File: config.mk
export PLATFORM = sky130hd
export DESIGN_NAME = drs_supervisor
export DESIGN_NICKNAME = d
export VERILOG_FILES = /design/src/drs_pkg.sv /design/src/drs_supervisor.sv /design/src/drs_filter.sv
export SDC_FILE = /design/constraint.sdc
export NUM_CORES = 1
export LEC_CHECK = 0
export ABC_AREA = 0
export BUFFER_PORTS_ARGS = -buffer_cell sky130_fd_sc_hd__buf_2
export CORE_ASPECT_RATIO = 1.5
export CORE_MARGIN = 3
export CORE_UTILIZATION = 39
export CTS_CLUSTER_DIAMETER = 40
export DETAILED_ROUTE_END_ITERATION = 10
export PLACE_DENSITY_LB_ADDON = 0.25
export SLEW_MARGIN = 20
export SYNTH_ARGS = -nofsm -noshare
export SYNTH_HDL_FRONTEND = slang
export SYNTH_SLANG_ARGS = --single-unit
File: constraint.sdc
create_clock -name clock -period 5.45 [get_ports clock]
set_clock_uncertainty 0.15 [all_clocks]
set_input_delay 0.2725 -clock clock [delete_from_list [all_inputs] [get_ports clock]]
set_output_delay 0.2725 -clock clock [all_outputs]
set_load 0.02 [all_outputs]
File: src/drs_pkg.sv
package drs_pkg;

  // ==========================================================================
  // clock and timing
  // ==========================================================================
  localparam int unsigned CLOCK_PERIOD_NS      = 50;
  localparam int unsigned TIMEOUT_20_MS        = 20;
  localparam int unsigned TIMEOUT_140_MS       = 140;
  localparam int unsigned TIMEOUT_1100_MS      = 1100;
  localparam int unsigned MR_MIN_PULSE_US      = 10;
  localparam int unsigned MR_REJECT_PULSE_NS   = 100;
  localparam int unsigned SUPPLY_GLITCH_NS     = 1000;

  // least times round up
  localparam int unsigned TIMEOUT_20_CYCLES    = (TIMEOUT_20_MS * 1000000 + CLOCK_PERIOD_NS - 1) / CLOCK_PERIOD_NS;
  localparam int unsigned TIMEOUT_140_CYCLES   = (TIMEOUT_140_MS * 1000000 + CLOCK_PERIOD_NS - 1) / CLOCK_PERIOD_NS;
  localparam int unsigned TIMEOUT_1100_CYCLES  = (TIMEOUT_1100_MS * 1000000 + CLOCK_PERIOD_NS - 1) / CLOCK_PERIOD_NS;
  // debounce must exceed the reject width and stay well inside the min pulse
  localparam int unsigned MR_REJECT_CYCLES     = (MR_REJECT_PULSE_NS + CLOCK_PERIOD_NS - 1) / CLOCK_PERIOD_NS;
  localparam int unsigned MR_MIN_CYCLES        = (MR_MIN_PULSE_US * 1000) / CLOCK_PERIOD_NS;
  localparam int unsigned MR_DEBOUNCE_CYCLES   = MR_MIN_CYCLES / 2;
  localparam int unsigned SUPPLY_FILTER_CYCLES = (SUPPLY_GLITCH_NS + CLOCK_PERIOD_NS - 1) / CLOCK_PERIOD_NS;

  localparam int unsigned TIMER_WIDTH          = 26;
  localparam int unsigned FILTER_WIDTH         = 8;

  // ==========================================================================
  // timeout selection
  // ==========================================================================
  typedef enum logic [1:0] {
    DRS_TIMEOUT_20MS,
    DRS_TIMEOUT_140MS,
    DRS_TIMEOUT_1100MS
  } drs_timeout_t;

  function automatic int unsigned drs_timeout_cycles(input drs_timeout_t sel);
    case (sel)
      DRS_TIMEOUT_20MS:   return TIMEOUT_20_CYCLES;
      DRS_TIMEOUT_140MS:  return TIMEOUT_140_CYCLES;
      default:            return TIMEOUT_1100_CYCLES;
    endcase
  endfunction : drs_timeout_cycles

endpackage : drs_pkg

File: src/drs_supervisor.sv
`timescale 1ns/10ps


// ============================================================================
// dual reset supervisor: two independent channels
// ============================================================================
// each channel: pin conditioning, a cause term, then a timeout counter
// latency budget per channel, in clock cycles:
//   supply falling to reset asserted: 2 sync + 20 filter + 1 register
//   manual low to reset asserted: 2 sync + 100 debounce + 1 register
//   last cause clearing to release: the same filter latency plus a full count
// the filters only add delay ahead of the counter, so every timeout is a minimum
// limitation: manual pulses shorter than 5 us are ignored here, which lies
// inside the promised range between the rejected and the accepted widths
// hazard: the counter restarts on every cause, so a supply that chatters for
// longer than the filter keeps the output asserted indefinitely, which is safe
// trade-off: one shared filter width keeps the logic small; hold counts beyond
// 256 cycles need the package width raised
// trade-off: both channels use separate counters rather than one shared
// prescaler, which costs flops but keeps the channels free of common state
// the cycle counts can be overridden for short simulation runs; the selects
// then only document the intended build
module drs_supervisor #(
  parameter drs_pkg::drs_timeout_t TIMEOUT_SEL_CH1 = drs_pkg::DRS_TIMEOUT_140MS,
  parameter drs_pkg::drs_timeout_t TIMEOUT_SEL_CH2 = drs_pkg::DRS_TIMEOUT_140MS,
  parameter int unsigned           TIMEOUT_CYC_CH1 = drs_pkg::drs_timeout_cycles(TIMEOUT_SEL_CH1),
  parameter int unsigned           TIMEOUT_CYC_CH2 = drs_pkg::drs_timeout_cycles(TIMEOUT_SEL_CH2)
) (
  // clock and reset
  input  wire logic clock,
  input  wire logic rst_n,
  // channel 1 inputs; the supply level is the comparator result, high = above threshold
  input  wire logic monitored_supply_ch1,
  input  wire logic manual_reset_n_ch1,
  input  wire logic manual_reset_n_ch1_oe,
  // channel 1 open-drain reset output
  output logic      reset_out_n_ch1,
  output logic      reset_out_n_ch1_oe,
  // channel 2 inputs, same meaning as channel 1
  input  wire logic monitored_supply_ch2,
  input  wire logic manual_reset_n_ch2,
  input  wire logic manual_reset_n_ch2_oe,
  // channel 2 open-drain reset output
  output logic      reset_out_n_ch2,
  output logic      reset_out_n_ch2_oe
);
  import drs_pkg::*;

  localparam logic [TIMER_WIDTH-1:0] LAST_CH1 = TIMER_WIDTH'(TIMEOUT_CYC_CH1 - 1);
  localparam logic [TIMER_WIDTH-1:0] LAST_CH2 = TIMER_WIDTH'(TIMEOUT_CYC_CH2 - 1);

  // manual pin levels with the pull-up applied
  logic mr_pin_ch1;
  logic mr_pin_ch2;

  // filtered levels
  logic supply_ok_ch1;
  logic supply_ok_ch2;
  logic mr_clean_ch1;
  logic mr_clean_ch2;

  // combined reset cause per channel
  logic cause_ch1;
  logic cause_ch2;

  // ==========================================================================
  // pin conditioning
  // ==========================================================================
  // undriven pin reads high, as the pull-up would make it; the mux sits ahead of
  // the synchroniser so no pin level reaches logic unsynchronised
  assign mr_pin_ch1 = manual_reset_n_ch1_oe ? manual_reset_n_ch1 : 1'b1;
  assign mr_pin_ch2 = manual_reset_n_ch2_oe ? manual_reset_n_ch2 : 1'b1;

  // supply filter resets to "low" so the output is asserted from power-on
  drs_filter #(
    .HOLD_CYCLES (SUPPLY_FILTER_CYCLES),
    .RESET_LEVEL (1'b0)
  ) u_supply_ch1 (
    .clock     (clock),
    .rst_n     (rst_n),
    .raw_in    (monitored_supply_ch1),
    .level_out (supply_ok_ch1)
  );

  drs_filter #(
    .HOLD_CYCLES (SUPPLY_FILTER_CYCLES),
    .RESET_LEVEL (1'b0)
  ) u_supply_ch2 (
    .clock     (clock),
    .rst_n     (rst_n),
    .raw_in    (monitored_supply_ch2),
    .level_out (supply_ok_ch2)
  );

  // debounce sits between reject width and min pulse width
  drs_filter #(
    .HOLD_CYCLES (MR_DEBOUNCE_CYCLES),
    .RESET_LEVEL (1'b1)
  ) u_mr_ch1 (
    .clock     (clock),
    .rst_n     (rst_n),
    .raw_in    (mr_pin_ch1),
    .level_out (mr_clean_ch1)
  );

  drs_filter #(
    .HOLD_CYCLES (MR_DEBOUNCE_CYCLES),
    .RESET_LEVEL (1'b1)
  ) u_mr_ch2 (
    .clock     (clock),
    .rst_n     (rst_n),
    .raw_in    (mr_pin_ch2),
    .level_out (mr_clean_ch2)
  );

  // either cause holds its own channel in reset; chained supervisors enter here
  function automatic logic drs_cause(input logic supply_ok, input logic mr_clean);
    return !supply_ok || !mr_clean;
  endfunction : drs_cause

  assign cause_ch1 = drs_cause(supply_ok_ch1, mr_clean_ch1);
  assign cause_ch2 = drs_cause(supply_ok_ch2, mr_clean_ch2);

  // ==========================================================================
  // channel 1 timeout
  // ==========================================================================
  // counter width covers the longest timeout choice
  logic [TIMER_WIDTH-1:0] timer_ch1;
  logic [TIMER_WIDTH-1:0] next_timer_ch1;
  logic                   asserted_ch1;
  logic                   next_asserted_ch1;

  // any cause clears the count; otherwise count to the last value, then release
  always_comb begin
    next_timer_ch1    = timer_ch1;
    next_asserted_ch1 = asserted_ch1;
    if (cause_ch1) begin
      next_timer_ch1    = '0;
      next_asserted_ch1 = 1'b1;
    end else if (asserted_ch1) begin
      if (timer_ch1 == LAST_CH1) begin
        next_asserted_ch1 = 1'b0;
      end else begin
        next_timer_ch1 = timer_ch1 + TIMER_WIDTH'(1);
      end
    end
  end

  // registers only; reset asserts the output
  always_ff @(posedge clock or negedge rst_n) begin
    if (!rst_n) begin
      timer_ch1    <= '0;
      asserted_ch1 <= 1'b1;
    end else begin
      timer_ch1    <= next_timer_ch1;
      asserted_ch1 <= next_asserted_ch1;
    end
  end

  // ==========================================================================
  // channel 2 timeout, separate state from channel 1
  // ==========================================================================
  // counter width covers the longest timeout choice
  logic [TIMER_WIDTH-1:0] timer_ch2;
  logic [TIMER_WIDTH-1:0] next_timer_ch2;
  logic                   asserted_ch2;
  logic                   next_asserted_ch2;

  // any cause clears the count; otherwise count to the last value, then release
  always_comb begin
    next_timer_ch2    = timer_ch2;
    next_asserted_ch2 = asserted_ch2;
    if (cause_ch2) begin
      next_timer_ch2    = '0;
      next_asserted_ch2 = 1'b1;
    end else if (asserted_ch2) begin
      if (timer_ch2 == LAST_CH2) begin
        next_asserted_ch2 = 1'b0;
      end else begin
        next_timer_ch2 = timer_ch2 + TIMER_WIDTH'(1);
      end
    end
  end

  // registers only; reset asserts the output
  always_ff @(posedge clock or negedge rst_n) begin
    if (!rst_n) begin
      timer_ch2    <= '0;
      asserted_ch2 <= 1'b1;
    end else begin
      timer_ch2    <= next_timer_ch2;
      asserted_ch2 <= next_asserted_ch2;
    end
  end

  // ==========================================================================
  // open-drain outputs: data is always low, enable drives only when asserted
  // ==========================================================================
  // the pin never drives high, so the outside pull-up sets the released level
  // and the line may be pulled to another supply
  assign reset_out_n_ch1    = 1'b0;
  assign reset_out_n_ch1_oe = asserted_ch1;

  // channel 2 follows only its own asserted flop
  assign reset_out_n_ch2    = 1'b0;
  assign reset_out_n_ch2_oe = asserted_ch2;

endmodule : drs_supervisor

File: src/drs_filter.sv
`timescale 1ns/10ps

// ============================================================================
// input filter: synchronise then accept a level only after it holds steadily
// ============================================================================
module drs_filter #(
  parameter int unsigned HOLD_CYCLES = 4,
  parameter logic        RESET_LEVEL = 1'b0
) (
  // clock and reset
  input  wire logic clock,
  input  wire logic rst_n,
  // raw asynchronous level in
  input  wire logic raw_in,
  // filtered level out
  output logic      level_out
);
  import drs_pkg::*;

  localparam logic [FILTER_WIDTH-1:0] HOLD_LAST = FILTER_WIDTH'(HOLD_CYCLES - 1);

  logic                    sync_first;
  logic                    sync_second;
  logic [FILTER_WIDTH-1:0] count;
  logic [FILTER_WIDTH-1:0] next_count;
  logic                    next_level_out;

  // ==========================================================================
  // next state: a change must persist HOLD_CYCLES before it is taken
  // ==========================================================================
  always_comb begin
    next_count     = '0;
    next_level_out = level_out;
    if (sync_second != level_out) begin
      if (count == HOLD_LAST) begin
        next_level_out = sync_second;
      end else begin
        next_count = count + FILTER_WIDTH'(1);
      end
    end
  end

  // two-flop synchroniser; the first flop feeds only the second
  always_ff @(posedge clock or negedge rst_n) begin
    if (!rst_n) begin
      sync_first  <= RESET_LEVEL;
      sync_second <= RESET_LEVEL;
      count       <= '0;
      level_out   <= RESET_LEVEL;
    end else begin
      sync_first  <= raw_in;
      sync_second <= sync_first;
      count       <= next_count;
      level_out   <= next_level_out;
    end
  end

endmodule : drs_filter

# Word-level counts from Yosys, hierarchy flattened
# Cells that the tools add are included.
[classes] multipliers=0 bitwise_logic=0 shift=0 n_mux=22 div=0 addsub=6 n_eq_ne=12 n_lt_le_gt_ge=0 n_reduce_logical=14
[op_table] cell="2-to-1 mux 26 bit" n=6
[op_table] cell="2-to-1 mux 8 bit" n=8
[op_table] cell="adder 26 x 1 -> 26 bit, second input constant" n=2
[op_table] cell="== test 26 x 22 -> 1 bit, second input constant" n=2
[op_table] cell="adder 8 x 1 -> 8 bit, second input constant" n=4
[op_table] cell="== test 8 x 5 -> 1 bit, second input constant" n=2
[op_table] cell="== test 8 x 7 -> 1 bit, second input constant" n=2
[op_table] cell="AND reduction 2 bit" n=6
[op_table] cell="2-to-1 mux 1 bit" n=8
[op_table] cell="logical NOT 1 bit" n=4
[op_table] cell="!= test 1 bit" n=4
[op_table] cell="!= test 2 bit, second input constant" n=2
[op_table] cell="nonzero test 2 bit" n=2
[op_table] cell="logical OR 1 bit" n=2
[word_totals] latchBits=0 memories=0 in_bits=8 regBits=98 wordCells=74 mem_bits_ro=0 mem_bits_rw=0

# Depth between registers and ports, before layout
[logic_depth] ltp_word=4 ltp_mapped=8 mapped_depth_nobuf=6

# Cells and area by module
# Synthesis repeated with hierarchy kept, for this count alone.
[hier_totals] hier_cells=487 area_unflattened_um2=4968.5
[by_module_without_submodules] mod="drs_supervisor" n_inst=1 area_per_inst_um2=3011.6 cells_per_inst=313
[by_module_without_submodules] mod="drs_filter (u_mr_ch1 ...)" n_inst=2 area_per_inst_um2=490.5 cells_per_inst=43
[by_module_without_submodules] mod="drs_filter (u_supply_ch1 ...)" n_inst=2 area_per_inst_um2=488.0 cells_per_inst=44

# Worst setup path before layout
# No wires, ideal clock.
[synth_timing] kind="reg-to-reg" from="register timer_ch2[0]" to="register timer_ch2[0]" path_buffers=1 period_less_slack_ns=2.137 stages_incl_launch_ff=8 arrival_ns=1.850 setup_slack_ns=3.313 cell_sequence="dfrtp_1 > ha_1 > nand4_1 > or4_4 > o21ai_4 > buf_8 > xor2_2 > nor2_1"
[synth_via] elab_chain_len=4 word_cells_on_any_way=7 cone_classes="1 x add/sub; 2 x eq/ne; 3 x mux; 1 x reduce/logical"
[synth_rtl] item="start, declared" line_no="drs_supervisor.sv:164" source="logic [TIMER_WIDTH-1:0] timer_ch2;"
[synth_rtl] item="start signal, assigned" line_no="drs_supervisor.sv:191" source="timer_ch2 <= next_timer_ch2;"
[synth_rtl] item="adder 26 x 1 -> 26 bit" line_no="drs_supervisor.sv:180" source="next_timer_ch2 = timer_ch2 + TIMER_WIDTH'(1);"
[synth_rtl] item="2-to-1 mux 26 bit" line_no="drs_supervisor.sv:177" source="if (timer_ch2 == LAST_CH2) begin"
[synth_rtl] item="2-to-1 mux 26 bit" line_no="drs_supervisor.sv:176" source="end else if (asserted_ch2) begin"
[synth_rtl] item="2-to-1 mux 26 bit" line_no="drs_supervisor.sv:173" source="if (cause_ch2) begin"
# Several ways; a longest one is shown, not always the timed one. The select of a mux whose other input is x is not followed.
# A chain may end at the register's enable or synchronous reset.

# Final worst setup path
[layout_timing] from="register timer_ch1[7]" to="register timer_ch1[23]"
[layout_via] elab_chain_len=4 word_cells_on_any_way=7 cone_classes="1 x add/sub; 2 x eq/ne; 3 x mux; 1 x reduce/logical"
[layout_rtl] item="start, declared" line_no="drs_supervisor.sv:128" source="logic [TIMER_WIDTH-1:0] timer_ch1;"
[layout_rtl] item="start signal, assigned" line_no="drs_supervisor.sv:155" source="timer_ch1 <= next_timer_ch1;"
[layout_rtl] item="adder 26 x 1 -> 26 bit" line_no="drs_supervisor.sv:144" source="next_timer_ch1 = timer_ch1 + TIMER_WIDTH'(1);"
[layout_rtl] item="2-to-1 mux 26 bit" line_no="drs_supervisor.sv:141" source="if (timer_ch1 == LAST_CH1) begin"
[layout_rtl] item="2-to-1 mux 26 bit" line_no="drs_supervisor.sv:140" source="end else if (asserted_ch1) begin"
[layout_rtl] item="2-to-1 mux 26 bit" line_no="drs_supervisor.sv:137" source="if (cause_ch1) begin"
# Several ways; a longest one is shown, not always the timed one. The select of a mux whose other input is x is not followed.

==> flow_summary.json <==
{
  "grtUsageTotal_pct": 14.6,
  "min_from": "u_supply_ch1.sync_first",
  "r2r_start": "timer_ch1[7]",
  "finalNetCount": 517,
  "die_w_um": 96.7,
  "setup_viol": 0,
  "status": "complete, no violations",
  "ys_seq_elements": 98,
  "synth_area_leaders": "dfrtp_1 47%, xor2_1 5.6%, nor2_1 4.7%",
  "cts.clk_slew.worst_paths_ns": 0.07,
  "hold_buffers": 7,
  "dieArea_sq_mm": 0.0137,
  "max_slew_margin_pct": 34.0,
  "drt_iter0_drc": 152,
  "core_sq_mm": 0.0120,
  "grt_pass1_vias": 3687,
  "cap_viol_max_count": 0,
  "wirelength_mm": 9.40,
  "rsz0062_at_grt": "false",
  "powerDensity_mw_per_mm2": 287,
  "avgViaCountPerCell": 5.48,
  "syn2layout_area_growth_pct": 11.9,
  "clock_latency_ns": 0.34,
  "die_h_um": 142,
  "yosysMostFrequentCell": "dfrtp_1",
  "ys_seq_area_share_pct": 51.2,
  "fin_hold_ws_ns": 0.200,
  "dp_hpwl_mm": 6.48,
  "worstSetupStartpointType": "flip-flop",
  "drc": 0,
  "critPathKind": "reg2reg",
  "grt_first_pass_wirelength_mm": 16.8,
  "drv_slew": 0,
  "synth.avg_cell_area_sq_um": 9.92,
  "start_util_pct": 40.0,
  "worst_slew_pin_slew_ns": 0.983,
  "fin_crit_ns": 2.48,
  "drt_pass1_iterations": 5,
  "vias": 3614,
  "cts_tree": "done",
  "cts_sinks": 98,
  "diodes": 0,
  "antenna_found_initial": 0,
  "arrival_ns": 2.57,
  "cts_buffers": 9,
  "cts-root-buf": "clkbuf_16",
  "max_stage_delay_ns": 0.82,
  "postCtsSetupBuffers": 0,
  "crit_path_end_kind": "flip-flop",
  "gr-total-overflow": 0,
  "path_cells": "nor4b_1 -> nand4_1 -> o21ai_1 -> o21ai_0 -> a21oi_1",
  "grt_max_degree": 64,
  "cts.repair.resized": 0,
  "vdd_ir_drop_max_uv": 158,
  "required_ns": 5.55,
  "ys_async_sr_fraction_pct": 100,
  "synth_cell_types": 45,
  "cts_max_level": 3,
  "ios": 12,
  "cts.path.max_buffers": 2,
  "ant_nets": 0,
  "power_leakage_nw": 2.17,
  "dominantRegCellSynth": "dfrtp_1",
  "yosysTopAreaCell": "dfrtp_1",
  "fmax_mhz": 403,
  "crit_path_start": "timer_ch1[7]",
  "io_buffers": 9,
  "synth-edff-count": 0,
  "period_share_pct": 45.5,
  "synthesis.instances": 485,
  "final_core_util_pct": 44.8,
  "hold_path_class": "reg2reg",
  "slowest_stage": "o21ai_1",
  "syn_area_sq_mm": 0.00481,
  "synth.top_cells.by_count": "90 x dfrtp_1, 60 x nor2_1, 43 x nand3_1",
  "rows": 49,
  "place_congestion": 0.792,
  "drt-wirelength-per-cell_um": 14.3,
  "yosys_warnings": 0,
  "hold_viol": 0,
  "path_max_fanout": 17,
  "tns_ns": 0,
  "synth_top_area_share_pct": 46.8,
  "final_layout_size_suffix_gt1_share_pct": 9.49,
  "total_power_mw": 1.54
}
[registers in the layout, indices dropped and copies added (netlist names), 8 cells and up]
name                flops
u_mr_ch2.count          8
timer_ch1              26
u_mr_ch1.count          8
u_supply_ch1.count      8
u_supply_ch2.count      8
timer_ch2              26
[logic make-up after synthesis]
group | after synthesis | share of synthesized area (%)
mux | 4 | 0.936
xor+xnor | 48 | 8.89
simple gates | 244 | 26.6
fa+ha+maj | 8 | 2.08
buf+inv | 17 | 1.79
compound gates | 65 | 8.43
flops | 98 | 51.2
other cells | 1 | 0.0779
[path summary, 6_finish.rpt]
path	endpoint	cells after the start	slack, ns
setup / recovery	timer_ch1[23]	5	2.97
hold / removal	u_supply_ch1.sync_second	0	0.20
setup reg to reg	timer_ch1[23]	5	2.97
hold reg to reg	u_supply_ch1.sync_second	0	0.20
max in group asynchronous	timer_ch1[25]	3	3.68
min in group asynchronous	u_mr_ch1.count[4]	2	0.29
[per-stage QoR]
step,instances,area [sq um],setup slack [ns]
2_1_floorplan,486,4810,3.31
3_3_place_gp,636,4990,3.09
3_5_place_dp,636,4990,2.99
4_1_cts,659,5390,2.95
5_1_grt,659,5390,2.69
6_report,659,5390,2.97
[cells in the final DEF, fill, tap and decap left out, drive strengths merged, types with 5 or more instances in the layout]
cell type,instances
nand2,39
xor2,32
dfrtp,90
nor2,60
nor4,8
and4,5
and2,8
dfstp,8
a21oi,24
o21ai,26
and3,15
nor3,7
clkbuf,12
xnor2,16
o31ai,5
or3,20
dlygate4sd3,7
or4,6
buf,11
nand4,17
nor4b,7
ha,8
nand3,43
nand2b,6
[worst max-delay path: cells and delay by family (launching register included)]
kind | cells | cell delay, ns
AND/OR/NAND/NOR | 2 | 0.55
flip-flops | 1 | 0.45
AO/OA/AOI/OAI | 3 | 1.24
[layer usage]
layer / vias up / wire (um) / track usage (%)
li1: 1756 / - / -
met1: 1801 / 4080 / 17.3
met2: 40 / 4880 / 25.8
met3: 17 / 205 / 2.60
met4: 0 / 237 / 6.88
met5: - / 0 / 0
[where the power goes]
group | internal (mW) | switching, mW | leakage (nW) | total, mW
Combinational | 0.0326 | 0.0408 | 0.703 | 0.0735
Sequential | 0.756 | 0.0277 | 1.32 | 0.783
Clock | 0.415 | 0.272 | 0.149 | 0.688
[area by class of cell]
class | instances | area [sq um]
inverters | 3 | 11.3
repair buffers | 18 | 133
well taps | 153 | 191
clock buffers | 12 | 246
fillers | 1170 | 6630
multi-input cells | 371 | 2270
clock inverters | 4 | 75.1
flip-flops and latches | 98 | 2460
Power figures use the tool's default switching activity.
